`src/hw/thermal_pkg.sv`:
```
// Package of constants and types for the die thermal monitor control block.
package thermal_pkg;

  // ==========================================================================
  // Register map (byte addresses)
  // ==========================================================================
  localparam logic [7:0] ADDR_CTRL = 8'h00;
  localparam logic [7:0] ADDR_FLAG = 8'h04;
  localparam logic [7:0] ADDR_MASK = 8'h08;
  localparam logic [7:0] ADDR_SENSE = 8'h0c;
  localparam logic [7:0] ADDR_TEMP = 8'h10;

  // ==========================================================================
  // Field positions and reset values
  // ==========================================================================
  localparam int CTRL_EN_BIT = 0;
  localparam int CTRL_AON_BIT = 1;
  localparam int SENSE_SHUTDOWN_BIT = 6;
  localparam int SENSE_MON_ON_BIT = 7;
  localparam int NUM_WARN = 6;
  localparam logic [1:0] CTRL_RESET = 2'h3;
  localparam logic [5:0] MASK_RESET = 6'h3f;

  // ==========================================================================
  // Thresholds in whole degrees Celsius, signed 9-bit
  // ==========================================================================
  localparam logic signed [8:0] WARN_T0 = 9'sd80;
  localparam logic signed [8:0] WARN_STEP = 9'sd15;
  localparam logic signed [8:0] WARN_HYS = 9'sd5;
  localparam logic signed [8:0] SHUTDOWN_T = 9'sd165;
  localparam logic signed [8:0] SHUTDOWN_HYS = 9'sd15;

  // ==========================================================================
  // Timing
  // ==========================================================================
  localparam int CLOCK_MHZ = 250;
  localparam int DEBOUNCE_US = 10;
  localparam int WINDOW_US = 450;
  localparam int INTERVAL_US = 3000;
  localparam int DEBOUNCE_CYCLES = DEBOUNCE_US * CLOCK_MHZ;
  localparam int WINDOW_CYCLES = WINDOW_US * CLOCK_MHZ;
  localparam int INTERVAL_CYCLES = INTERVAL_US * CLOCK_MHZ;

  typedef enum logic [2:0] {
    MON_OFF = 3'b001,
    MON_ON = 3'b010,
    MON_SAMPLE = 3'b100
  } mon_state_type;

endpackage

```
`src/hw/thermal_cmp_if.sv`:
```
// Interface carrying the compare request and debounced results.
`timescale 1ns/1ps
interface thermal_cmp_if;
  logic sample_valid;
  logic signed [8:0] temp;
  logic [6:0] live;
  logic [6:0] rise;
  modport ctrl (output sample_valid, output temp, input live, input rise);
  modport cmp (input sample_valid, input temp, output live, output rise);
endinterface

```
`src/hw/thermal_debounce.sv`:
```
// Threshold comparators with hysteresis and bidirectional debounce.
`timescale 1ns/1ps
module thermal_debounce
  import thermal_pkg::*;
(
  input wire logic i_clock,
  input wire logic i_rst,
  input wire logic i_ce,
  input wire logic [31:0] i_debounce_cycles,
  thermal_cmp_if.cmp bus
);

  function automatic logic signed [8:0] level_of(input int idx);
    if (idx == NUM_WARN) begin
      return SHUTDOWN_T;
    end
    return WARN_T0 + 9'(idx) * WARN_STEP;
  endfunction

  function automatic logic signed [8:0] hys_of(input int idx);
    return (idx == NUM_WARN) ? SHUTDOWN_HYS : WARN_HYS;
  endfunction

  for (genvar g = 0; g < 7; g++) begin : gen_cmp
    logic [31:0] count;
    logic want;
    // At or above level asserts; only at or below level minus hysteresis releases.
    always_comb begin
      if (bus.live[g]) begin
        want = bus.temp > (level_of(g) - hys_of(g)); // RULE_04 RULE_05
      end else begin
        want = bus.temp >= level_of(g);
      end
    end

    always_ff @(posedge i_clock) begin
      if (i_rst) begin
        count <= 32'h0;
        bus.live[g] <= 1'b0;
        bus.rise[g] <= 1'b0;
      end else if (i_ce) begin
        bus.rise[g] <= 1'b0;
        if (!bus.sample_valid || want == bus.live[g]) begin
          count <= 32'h0;
        end else if (count + 32'h1 >= i_debounce_cycles) begin
          count <= 32'h0; // RULE_06
          bus.live[g] <= want;
          bus.rise[g] <= want;
        end else begin
          count <= count + 32'h1;
        end
      end
    end
  end

endmodule

```
`src/hw/thermal_monitor.sv`:
```
// Top level of the die thermal monitor control with AXI4-Lite registers.
`timescale 1ns/1ps
// Overview of operation
// RULE_01: Six warning thresholds 80..155 C, each with flag, live state, mask.
// RULE_02: Only the centre-of-die sensor feeds flags and shutdown.
// RULE_03: A rising warning crossing sets that threshold's interrupt flag.
// RULE_04: Live state releases only 5 C below its threshold.
// RULE_05: Above 165 C shut down; stay blocked until cooled by hysteresis.
// RULE_06: Every comparison is debounced 10 us in both directions.
// RULE_07: Enable bit 0 turns the monitor off, 1 turns it on.
// RULE_08: In run, always-on bit 1 keeps monitor on; 0 selects sampling.
// RULE_09: Sampling powers monitor 450 us out of every 3.0 ms.
// RULE_10: In standby only sampling is used, and only while enabled.
// RULE_11: A flag drives the low-active interrupt only when unmasked.
// RULE_12: Flags stay latched until cleared; live state tracks debounced compare.
module thermal_monitor
  import thermal_pkg::*;
#(
  parameter int DEBOUNCE_CNT = DEBOUNCE_CYCLES,
  parameter int WINDOW_CNT = WINDOW_CYCLES,
  parameter int INTERVAL_CNT = INTERVAL_CYCLES
)
(
  input wire logic I_CLOCK,
  input wire logic I_SYS_RST,
  input wire logic I_CE,
  input wire logic I_STANDBY,
  input wire logic signed [8:0] I_CENTER_TEMP,
  input wire logic I_CENTER_TEMP_VALID,
  input wire logic [7:0] S_AXI_AWADDR,
  input wire logic S_AXI_AWVALID,
  output logic S_AXI_AWREADY,
  input wire logic [31:0] S_AXI_WDATA,
  input wire logic [3:0] S_AXI_WSTRB,
  input wire logic S_AXI_WVALID,
  output logic S_AXI_WREADY,
  output logic [1:0] S_AXI_BRESP,
  output logic S_AXI_BVALID,
  input wire logic S_AXI_BREADY,
  input wire logic [7:0] S_AXI_ARADDR,
  input wire logic S_AXI_ARVALID,
  output logic S_AXI_ARREADY,
  output logic [31:0] S_AXI_RDATA,
  output logic [1:0] S_AXI_RRESP,
  output logic S_AXI_RVALID,
  input wire logic S_AXI_RREADY,
  output logic O_MONITOR_ON,
  output logic O_SHUTDOWN,
  output logic O_IRQ_OUT_N
);

  // ==========================================================================
  // Declarations
  // ==========================================================================
  thermal_cmp_if cmp_bus ();
  logic temp_monitor_enable;
  logic temp_monitor_always_on;
  logic [5:0] threshold_irq_flag;
  logic [5:0] threshold_irq_mask;
  logic [5:0] threshold_live_state;
  logic shutdown_live;
  mon_state_type mon_state;
  logic [31:0] interval_count;
  logic have_aw;
  logic have_w;
  logic [7:0] aw_addr;
  logic [31:0] w_data;
  logic [3:0] w_strb;
  logic write_fire;
  logic [5:0] clear_bits;
  logic signed [8:0] sampled_temp;
  logic [31:0] next_rdata;
  logic next_rresp_err;

  function automatic logic is_mapped(input logic [7:0] addr);
    return addr == ADDR_CTRL || addr == ADDR_FLAG || addr == ADDR_MASK ||
           addr == ADDR_SENSE || addr == ADDR_TEMP;
  endfunction

  // ==========================================================================
  // Comparator and debounce
  // ==========================================================================
  // Only the centre sensor temperature enters the comparators.
  assign cmp_bus.temp = sampled_temp; // RULE_02
  assign cmp_bus.sample_valid = O_MONITOR_ON && I_CENTER_TEMP_VALID;
  assign threshold_live_state = cmp_bus.live[5:0]; // RULE_12
  assign shutdown_live = cmp_bus.live[6];

  thermal_debounce thermal_debounce_inst (
    .i_clock(I_CLOCK),
    .i_rst(I_SYS_RST),
    .i_ce(I_CE),
    .i_debounce_cycles(32'(DEBOUNCE_CNT)),
    .bus(cmp_bus.cmp)
  );

  always_ff @(posedge I_CLOCK) begin
    if (I_SYS_RST) begin
      sampled_temp <= 9'sd0;
    end else if (I_CE && I_CENTER_TEMP_VALID) begin
      sampled_temp <= I_CENTER_TEMP;
    end
  end

  // ==========================================================================
  // Power state of the monitor
  // ==========================================================================
  always_ff @(posedge I_CLOCK) begin
    if (I_SYS_RST) begin
      mon_state <= MON_OFF;
      interval_count <= 32'h0;
      O_MONITOR_ON <= 1'b0;
    end else if (I_CE) begin
      case (mon_state)
        MON_OFF: begin
          interval_count <= 32'h0;
          O_MONITOR_ON <= 1'b0;
          if (temp_monitor_enable) begin // RULE_07
            mon_state <= (temp_monitor_always_on && !I_STANDBY) ?
                         MON_ON : MON_SAMPLE;
            O_MONITOR_ON <= 1'b1;
          end
        end
        MON_ON: begin
          O_MONITOR_ON <= 1'b1;
          if (!temp_monitor_enable) begin
            mon_state <= MON_OFF; // RULE_07
            O_MONITOR_ON <= 1'b0;
          end else if (!temp_monitor_always_on || I_STANDBY) begin
            mon_state <= MON_SAMPLE; // RULE_08 RULE_10
            interval_count <= 32'h0;
          end
        end
        MON_SAMPLE: begin
          if (!temp_monitor_enable) begin
            mon_state <= MON_OFF; // RULE_10
            O_MONITOR_ON <= 1'b0;
          end else if (temp_monitor_always_on && !I_STANDBY) begin
            mon_state <= MON_ON; // RULE_08
            O_MONITOR_ON <= 1'b1;
          end else begin
            // On for the window at the start of each interval.
            if (interval_count + 32'h1 >= 32'(INTERVAL_CNT)) begin
              interval_count <= 32'h0; // RULE_09
              O_MONITOR_ON <= 1'b1;
            end else begin
              interval_count <= interval_count + 32'h1;
              O_MONITOR_ON <= (interval_count + 32'h1) < 32'(WINDOW_CNT);
            end
          end
        end
        default: begin
          mon_state <= MON_OFF;
          O_MONITOR_ON <= 1'b0;
        end
      endcase
    end
  end

  // ==========================================================================
  // Shutdown
  // ==========================================================================
  // The shutdown comparator holds until it cools past its hysteresis.
  always_ff @(posedge I_CLOCK) begin
    if (I_SYS_RST) begin
      O_SHUTDOWN <= 1'b0;
    end else if (I_CE) begin
      O_SHUTDOWN <= shutdown_live; // RULE_05
    end
  end

  // ==========================================================================
  // AXI4-Lite write
  // ==========================================================================
  assign write_fire = have_aw && have_w && !S_AXI_BVALID;

  always_ff @(posedge I_CLOCK) begin
    if (I_SYS_RST) begin
      have_aw <= 1'b0;
      have_w <= 1'b0;
      aw_addr <= 8'h0;
      w_data <= 32'h0;
      w_strb <= 4'h0;
      S_AXI_AWREADY <= 1'b0;
      S_AXI_WREADY <= 1'b0;
      S_AXI_BVALID <= 1'b0;
      S_AXI_BRESP <= 2'h0;
    end else if (I_CE) begin
      S_AXI_AWREADY <= !have_aw && !S_AXI_AWREADY && !S_AXI_BVALID;
      S_AXI_WREADY <= !have_w && !S_AXI_WREADY && !S_AXI_BVALID;
      if (S_AXI_AWVALID && S_AXI_AWREADY) begin
        have_aw <= 1'b1;
        aw_addr <= S_AXI_AWADDR;
        S_AXI_AWREADY <= 1'b0;
      end
      if (S_AXI_WVALID && S_AXI_WREADY) begin
        have_w <= 1'b1;
        w_data <= S_AXI_WDATA;
        w_strb <= S_AXI_WSTRB;
        S_AXI_WREADY <= 1'b0;
      end
      if (write_fire) begin
        have_aw <= 1'b0;
        have_w <= 1'b0;
        S_AXI_BVALID <= 1'b1;
        S_AXI_BRESP <= is_mapped(aw_addr) ? 2'h0 : 2'h2;
      end else if (S_AXI_BVALID && S_AXI_BREADY) begin
        S_AXI_BVALID <= 1'b0;
      end
    end
  end

  always_ff @(posedge I_CLOCK) begin
    if (I_SYS_RST) begin
      temp_monitor_enable <= CTRL_RESET[CTRL_EN_BIT];
      temp_monitor_always_on <= CTRL_RESET[CTRL_AON_BIT];
      threshold_irq_mask <= MASK_RESET;
    end else if (I_CE && write_fire && w_strb[0]) begin
      if (aw_addr == ADDR_CTRL) begin
        temp_monitor_enable <= w_data[CTRL_EN_BIT]; // RULE_07
        temp_monitor_always_on <= w_data[CTRL_AON_BIT];
      end
      if (aw_addr == ADDR_MASK) begin
        threshold_irq_mask <= w_data[5:0]; // RULE_01
      end
    end
  end

  // ==========================================================================
  // Interrupt flags
  // ==========================================================================
  assign clear_bits = (write_fire && w_strb[0] && aw_addr == ADDR_FLAG) ?
                      w_data[5:0] : 6'h0;

  // A new rising crossing wins over a clear in the same cycle.
  always_ff @(posedge I_CLOCK) begin
    if (I_SYS_RST) begin
      threshold_irq_flag <= 6'h0;
    end else if (I_CE) begin
      threshold_irq_flag <= (threshold_irq_flag & ~clear_bits) |
                            cmp_bus.rise[5:0]; // RULE_03 RULE_12
    end
  end

  always_ff @(posedge I_CLOCK) begin
    if (I_SYS_RST) begin
      O_IRQ_OUT_N <= 1'b1;
    end else if (I_CE) begin
      O_IRQ_OUT_N <= ~|(threshold_irq_flag & ~threshold_irq_mask); // RULE_11
    end
  end

  // ==========================================================================
  // AXI4-Lite read
  // ==========================================================================
  always_comb begin
    next_rdata = 32'h0;
    next_rresp_err = 1'b0;
    case (S_AXI_ARADDR)
      ADDR_CTRL: begin
        next_rdata[CTRL_EN_BIT] = temp_monitor_enable;
        next_rdata[CTRL_AON_BIT] = temp_monitor_always_on;
      end
      ADDR_FLAG: next_rdata[5:0] = threshold_irq_flag;
      ADDR_MASK: next_rdata[5:0] = threshold_irq_mask;
      ADDR_SENSE: begin
        next_rdata[5:0] = threshold_live_state;
        next_rdata[SENSE_SHUTDOWN_BIT] = O_SHUTDOWN;
        next_rdata[SENSE_MON_ON_BIT] = O_MONITOR_ON;
      end
      ADDR_TEMP: next_rdata[8:0] = sampled_temp;
      default: next_rresp_err = 1'b1;
    endcase
  end

  always_ff @(posedge I_CLOCK) begin
    if (I_SYS_RST) begin
      S_AXI_ARREADY <= 1'b0;
      S_AXI_RVALID <= 1'b0;
      S_AXI_RDATA <= 32'h0;
      S_AXI_RRESP <= 2'h0;
    end else if (I_CE) begin
      S_AXI_ARREADY <= !S_AXI_ARREADY && !S_AXI_RVALID;
      if (S_AXI_ARVALID && S_AXI_ARREADY) begin
        S_AXI_ARREADY <= 1'b0;
        S_AXI_RVALID <= 1'b1;
        S_AXI_RDATA <= next_rdata;
        S_AXI_RRESP <= next_rresp_err ? 2'h2 : 2'h0;
      end else if (S_AXI_RVALID && S_AXI_RREADY) begin
        S_AXI_RVALID <= 1'b0;
      end
    end
  end

  // ==========================================================================
  // Checks
  // ==========================================================================
  irq_mask_gate_a: assert property ( // RULE_11
    @(posedge I_CLOCK) disable iff (I_SYS_RST)
    I_CE && |(threshold_irq_flag & ~threshold_irq_mask) |=> !O_IRQ_OUT_N)
    else $error("unmasked flag did not assert interrupt");
  irq_masked_off_a: assert property ( // RULE_11
    @(posedge I_CLOCK) disable iff (I_SYS_RST)
    I_CE && !(|(threshold_irq_flag & ~threshold_irq_mask)) |=> O_IRQ_OUT_N)
    else $error("interrupt asserted without unmasked flag");
  flag_set_a: assert property ( // RULE_03
    @(posedge I_CLOCK) disable iff (I_SYS_RST)
    I_CE && |cmp_bus.rise[5:0] |=>
    ((threshold_irq_flag & $past(cmp_bus.rise[5:0])) ==
     $past(cmp_bus.rise[5:0])))
    else $error("rising crossing did not set flag");
  flag_needs_live_a: assert property ( // RULE_03
    @(posedge I_CLOCK) disable iff (I_SYS_RST)
    1'b1 |=> ((threshold_irq_flag & ~$past(threshold_irq_flag) &
    ~$past(threshold_live_state)) == 6'h0))
    else $error("flag set without a live crossing");
  flag_latched_a: assert property ( // RULE_12
    @(posedge I_CLOCK) disable iff (I_SYS_RST)
    ##1 ($past(clear_bits) == 6'h0) |->
    ((threshold_irq_flag & $past(threshold_irq_flag)) ==
     $past(threshold_irq_flag)))
    else $error("flag dropped without clear");
  monitor_off_a: assert property ( // RULE_07
    @(posedge I_CLOCK) disable iff (I_SYS_RST)
    I_CE && !temp_monitor_enable ##1 I_CE && !temp_monitor_enable
    |=> !O_MONITOR_ON)
    else $error("monitor powered while disabled");
  always_on_a: assert property ( // RULE_08
    @(posedge I_CLOCK) disable iff (I_SYS_RST)
    (mon_state == MON_ON) |-> O_MONITOR_ON)
    else $error("always-on state with monitor off");
  standby_sample_a: assert property ( // RULE_10
    @(posedge I_CLOCK) disable iff (I_SYS_RST)
    I_CE && I_STANDBY && mon_state == MON_ON |=> mon_state != MON_ON)
    else $error("standby left monitor always on");
  sample_window_a: assert property ( // RULE_09
    @(posedge I_CLOCK) disable iff (I_SYS_RST)
    mon_state == MON_SAMPLE && interval_count >= 32'(WINDOW_CNT)
    |-> !O_MONITOR_ON)
    else $error("monitor on outside sampling window");
  sample_on_a: assert property ( // RULE_09
    @(posedge I_CLOCK) disable iff (I_SYS_RST)
    mon_state == MON_SAMPLE && interval_count < 32'(WINDOW_CNT)
    |-> O_MONITOR_ON)
    else $error("monitor off inside sampling window");
  shutdown_follow_a: assert property ( // RULE_05
    @(posedge I_CLOCK) disable iff (I_SYS_RST)
    I_CE |=> O_SHUTDOWN == $past(shutdown_live))
    else $error("shutdown does not follow comparator");
  shutdown_release_a: assert property ( // RULE_05
    @(posedge I_CLOCK) disable iff (I_SYS_RST)
    !$past(I_SYS_RST) && $fell(shutdown_live) |->
    $past(sampled_temp) <= SHUTDOWN_T - SHUTDOWN_HYS)
    else $error("shutdown released above hysteresis point");

endmodule

```
`config.mk`:
```
export PLATFORM = sky130hd
export DESIGN_NAME = thermal_monitor
export DESIGN_NICKNAME = d
export VERILOG_FILES = /design/src/hw/thermal_pkg.sv /design/src/hw/thermal_cmp_if.sv /design/src/hw/thermal_debounce.sv /design/src/hw/thermal_monitor.sv
export SDC_FILE = /design/constraint.sdc
export NUM_CORES = 1
export LEC_CHECK = 0
export BUFFER_PORTS_ARGS = -buffer_cell sky130_fd_sc_hd__buf_2
export CAP_MARGIN = 25
export CORE_UTILIZATION = 50
export DETAILED_ROUTE_END_ITERATION = 7
export PLACE_DENSITY = 0.65
export SYNTH_ARGS = -nofsm -noshare
export SYNTH_HDL_FRONTEND = slang
export SYNTH_SLANG_ARGS = --single-unit
```
`constraint.sdc`:
```
create_clock -name I_CLOCK -period 5.6 [get_ports I_CLOCK]
set_input_delay 0 -clock I_CLOCK [delete_from_list [all_inputs] [get_ports I_CLOCK]]
set_output_delay 0 -clock I_CLOCK [all_outputs]
set_load 0.005 [all_outputs]
```
After elaboration in Yosys (flattened, before gate mapping)
Index checks and enable logic that the tools add are counted. Widths: inputs -> output; s select.

$add $sub $neg: 8. Multipliers: 0. Divide/modulo/power cells: 0. Magnitude comparators: 22. Eq/ne operators: 25. Shift operators: 0. Mux-type cells: 69. Bitwise gates (word level): 12. Reduce and logical (&&, ||, !) cells: 71.

Operators by type and width (count): $mux 32 (19); $add 32x1->32 const B (8); $ge 32x12->1 const B (7); $pmux 32 s3 (1); $ge 9x8->1 const B (4); $gt 9x8->1 const B (4); $mux 1 (35); $eq 8x4->1 const B (4); $ge 32x20->1 const B (1); $lt 32x17->1 const B (1); $ge 9x9->1 const B (3); $reduce_and 3->1 (7); $reduce_and 2->1 (10); $logic_and 1x1->1 (19); $gt 9x9->1 const B (2); $mux 3 (6); $eq 8x3->1 const B (2); $eq 8x5->1 const B (2); $logic_not 8->1 (2); $pmux 4 s4 (1); $and 6x6->6 (2); $logic_or 1x1->1 (12); $not 6->6 (2); $logic_not 1->1 (11); 21 further kinds (42).

Flip-flop bits (word level): 333. Latch bits: 0. Memory bits (writable): 0. ROM bits: 0. Input port bits: 71. Output and inout port bits: 44. Logic and storage cells: 250. Memories kept: 0.

Longest topological paths before layout
Depth after elaboration: 8. Mapped depth: 12. Mapped depth without buffers: 9.

Cells and area by module
From an unflattened synthesis, not the netlist that was laid out.

Cells, all modules: 2718. Area total of the unflattened synthesis: 22466.5 sq um.

By module, submodules not included: thermal_debounce (instances 1, cells each 2047, area each 17307.8 sq um, sequential area each 4764.6 sq um); thermal_monitor (instances 1, cells each 671, area each 5158.7 sq um, sequential area each 1881.8 sq um).

Least setup slack after synthesis
OpenSTA, ideal clock, no wires.

Path kind: reg-to-reg. Start: reg thermal_debounce_inst.gen_cmp[3].count[0]. End: reg thermal_debounce_inst.bus.rise[3]. Setup time: 117 ps. Arrival: 2754 ps. Required time: 5483 ps. Path slack: 2729 ps. Cell stages (with the launch flop): 11. Buffers on the path: 1. Period minus slack after synthesis: 2871 ps. Cells stage by stage: dfxtp_1 ha_1 nand3_1 nor4_1 nand4_1 a221oi_1 nand4_1 nor4_2 buf_2 nand2_1 a22o_1.

Longest elaborated chain between the ends: 4.

RTL lines: start: declaration (RTL line thermal_debounce.sv:25) `logic [31:0] count;`; start signal: assignment (RTL line thermal_debounce.sv:50) `count <= count + 32'h1;`; $add 32x1->32 (RTL line thermal_debounce.sv:45) `end else if (count + 32'h1 >= i_debounce_cycles) begin`; $ge 32x12->1 (RTL line thermal_debounce.sv:45); $mux 1 (RTL line thermal_debounce.sv:45); $mux 1 (RTL line thermal_debounce.sv:43) `if (!bus.sample_valid || want == bus.live[g]) begin`; end signal: indexed assignment (RTL line thermal_debounce.sv:48) `bus.rise[g] <= want;`; end: declaration (RTL line thermal_cmp_if.sv:9) `modport cmp (input sample_valid, input temp, output live, output rise);`.

Every way passes these cells. A chain may end at the register's enable or synchronous reset.

Final worst setup path
Start: reg interval_count[5]. End: reg interval_count[4].

Longest elaborated chain between the ends: 6.

RTL lines: start: declaration (RTL line thermal_monitor.sv:63) `logic [31:0] interval_count;`; start signal: assignment (RTL line thermal_monitor.sv:147) `interval_count <= interval_count + 32'h1;`; $add 32x1->32 (RTL line thermal_monitor.sv:143) `if (interval_count + 32'h1 >= 32'(INTERVAL_CNT)) begin`; $ge 32x20->1 (RTL line thermal_monitor.sv:143); $mux 32 (RTL line thermal_monitor.sv:143); $mux 32 (RTL line thermal_monitor.sv:138) `end else if (temp_monitor_always_on && !I_STANDBY) begin`; $mux 32 (RTL line thermal_monitor.sv:135) `if (!temp_monitor_enable) begin`; $pmux 32 s3 (RTL line thermal_monitor.sv:114) `case (mon_state)`.

Every way passes these cells. The select of a mux whose other input is x is not followed.

==> run_results.csv <==
group,metric,value,unit
run_status,status,"completed",
logic_synthesis,synth_flop_cell,"dfxtp_1",
place,io_buffers,60,
sta,tns,0,ns
logic_synthesis,yosys.area.top_type,"dfxtp_1",
logic_synthesis,synth_edf_count,0,
detailed_routing,final_antenna_net_count,0,
hold_path,min_path_type,"in -> reg",
logic_synthesis,yosysTopAreaCellShare,0.3594,
detailed_routing,totalWireLength,44.32,mm
logic_synthesis,synth_compound_gate_area_share,0.1749,
clock_network,htree_levels,2,
logic_synthesis,yosys_warnings,0,
cells_and_area,nets,2441,
global_route,grt_usage,0.2315,
die,initial_core_util,0.5134,
detailed_routing,first_iter_violations,1082,
setup_path,critPathArrivalTime,4.24,ns
detailed_routing,vias_per_cell,5.986,
setup_path,reg2reg_setup_slack,1.86,ns
global_route,grt_overflow,0,
global_route,grt_pass1_wl,74.87,mm
clock_network,clock_sinks,331,
sta,report.final.slew_viol_count,0,
sta,period_needed,3.742,ns
clock_network,clock_path_buffers,3,
die,num_rows,69,
detailed_routing,drt_first_pass_iters,6,
cells_and_area,areaGrowthSynthToFinish,11.17,%
logic_synthesis,postSynthCellCount,2363,
detailed_routing,wire_per_inst,15.55,µm
logic_synthesis,yosys.area_share.xor_xnor,0.02802,
clock_network,path_clk_slew,0.06,ns
sta,rsz0062_at_grt,"no",
clock_network,numCtsBuffers,38,
clock_network,cts_resized,0,
sta,fmax,267.3,MHz
die,die_h,194.0,µm
setup_path,cp-end-kind,"flip-flop",
power_and_ir_drop,p_leak,7.274,nW
logic_synthesis,async_flop_share,0,
sta,final-setup-viol-count,0,
logic_synthesis,synthMuxAreaShare,0.01710,
logic_synthesis,yosysSeqAreaShare,0.3594,
cells_and_area,n_antenna_cell,0,
setup_path,cp.required,6.10,ns
logic_synthesis,synthAdderAreaFrac,0.005429,
die,dieArea,0.03765,mm²
detailed_routing,route.detailed.drc,0,
sta,relSlewSlack,0.3030,
place,place.gp.congestion,0.9214,
logic_synthesis,synth_area,0.01844,mm²
sta,tightest_slew,1.043,ns
sta,fin_skew,0.02076,ns
place,dp_slack,1.871,ns
die,fp.dieW,194.0,µm
job,maxCapViolations,0,
power_and_ir_drop,power.density,251.7,mW/mm²
clock_network,clock_tree.root_cell,"clkbuf_16",
global_route,antenna_found_initial,0,
setup_path,crit_path_start_kind,"flip-flop",
clock_network,clkLatencyLatePin,0.56,ns
clock_network,cts_tree,"built",
sta,layout_setup_ws,1.858,ns
global_route,grt_pass1_vias,15560,
logic_synthesis,synth_simple_gate_area_frac,0.3588,
power_and_ir_drop,total_power,5.159,mW
detailed_routing,vias,17070,
logic_synthesis,netlist_top_cells_area,"dfxtp_1, nand2_1, and2_1",
setup_path,worstPathMaxFanout,24,
die,core-area,0.03591,mm²
logic_synthesis,synth_top_family_by_area,"simple AND/OR/NAND/NOR gates",
logic_synthesis,yosysMostFrequentCell,"dfxtp_1",
sta,hold_viol_final,0,
place,hpwl,28.88,mm
setup_path,path_class,"reg -> reg",
sta,period_share,0.6681,
global_route,grt_max_degree,106,
logic_synthesis,synth_cell_types,93,
cells_and_area,drive_gt1_frac,0.07741,
die,ioPinCount,115,
power_and_ir_drop,ir_worst_vdd,0.2775,mV
logic_synthesis,ys_ff_latch,331,
logic_synthesis,netlist_top_cells_count,"dfxtp_1, nand2_1, nor2_1",
logic_synthesis,synth.avg_cell_area,7.803,µm²
[placed cells by master (no fill, tap or decap), types with 31 or more instances in the layout]
cell type	count
and3_1	31
or3_1	43
nand2_1	272
o21ai_0	100
nor4_1	50
and4_1	31
nand3_1	149
dfxtp_1	331
dlygate4sd3_1	55
buf_2	59
nor3_1	86
and2_1	154
xnor2_1	40
nand4_1	79
a21oi_1	92
nor2_1	173
a31oi_1	44
inv_1	46
clkbuf_16	39
[final timing paths]
path	depth (start not counted)	endpoint	startpoint
min	4	aw_addr[6]	S_AXI_AWVALID
max	8	interval_count[4]	interval_count[5]
min reg2reg	2	aw_addr[1]	aw_addr[1]
max reg2reg	8	interval_count[4]	interval_count[5]
[timing repair]
item | CTS | global route
hold endpoints to repair | 43 | 0
buffers inserted | 0 | 0
hold buffers | 55 | 0
[worst max-delay path, cell delays in order (launching register included)]
cell and delay (ns):
dfxtp_1 0.55, nand4_1 0.42, or4_1 0.76, nor3_1 0.24, o21ai_0 0.13, a221oi_1 0.57, nand4_4 0.47, nor4b_1 0.41
a211o_1 0.13
[state kept, by name (all words and copies together) (netlist names), 7 cells and up]
| signal | count |
|---|---|
| thermal_debounce_inst.bus.live | 7 |
| thermal_debounce_inst.gen_cmp.count | 224 |
| interval_count | 32 |
| cmp_bus.temp | 9 |
| aw_addr | 8 |
| S_AXI_RDATA | 9 |
[cells by family (layout without fill, tap and decap cells)]
| family | count (synthesis) | in the layout |
|---|---|---|
| and+or+nand+nor | 1220 | 1220 |
| buffers and inverters | 236 | 239 |
| DFF | 331 | 331 |
| AOI/OAI and AO/OA | 477 | 477 |
| xor gates and xnor gates | 59 | 59 |
| adders and majority gates | 8 | 8 |
| muxes | 31 | 31 |
| other | 1 | 25 |
[cell type report]
type,count,area [µm²]
flip-flops and latches,331,6626
inverters,47,176.4
clock inverters,22,249.0
clock buffers,46,1062
multi-input cells,1820,10880
repair buffers,124,924.6
well taps,461,576.8
fillers,3267,15420
[power by group]
group / leakage, nW / switching (mW) / internal [mW]
combinational: 3.95 / 0.110 / 0.0696
sequential: 2.67 / 0.0230 / 2.37
clock: 0.659 / 1.01 / 1.58
total: 7.27 / 1.14 / 4.02
[metrics by stage]
step / std cells / util / cell area, µm² / hold WS (ns)
6_report: 2851 / 0.5708 / 20500 / 0.03505
5_1_grt: 2851 / 0.5708 / 20500 / 0.04461
4_1_cts: 2851 / 0.5708 / 20500 / 0.001211
3_5_place_dp: 2728 / 0.5189 / 18640 / 0.2490
3_3_place_gp: 2727 / 0.5186 / 18630 / 0.2420
2_1_floorplan: 2387 / - / 18530 / 0.1360
[per-layer routing]
metal  GRT usage  vias up  share of wire
li1            -     8581              -
met1      0.3005     8024           0.46
met2      0.3822      359           0.46
met3     0.03305      103          0.040
met4      0.1017        0          0.031
met5           0        -              0
Note: power is estimated with default switching activity, not from simulation.
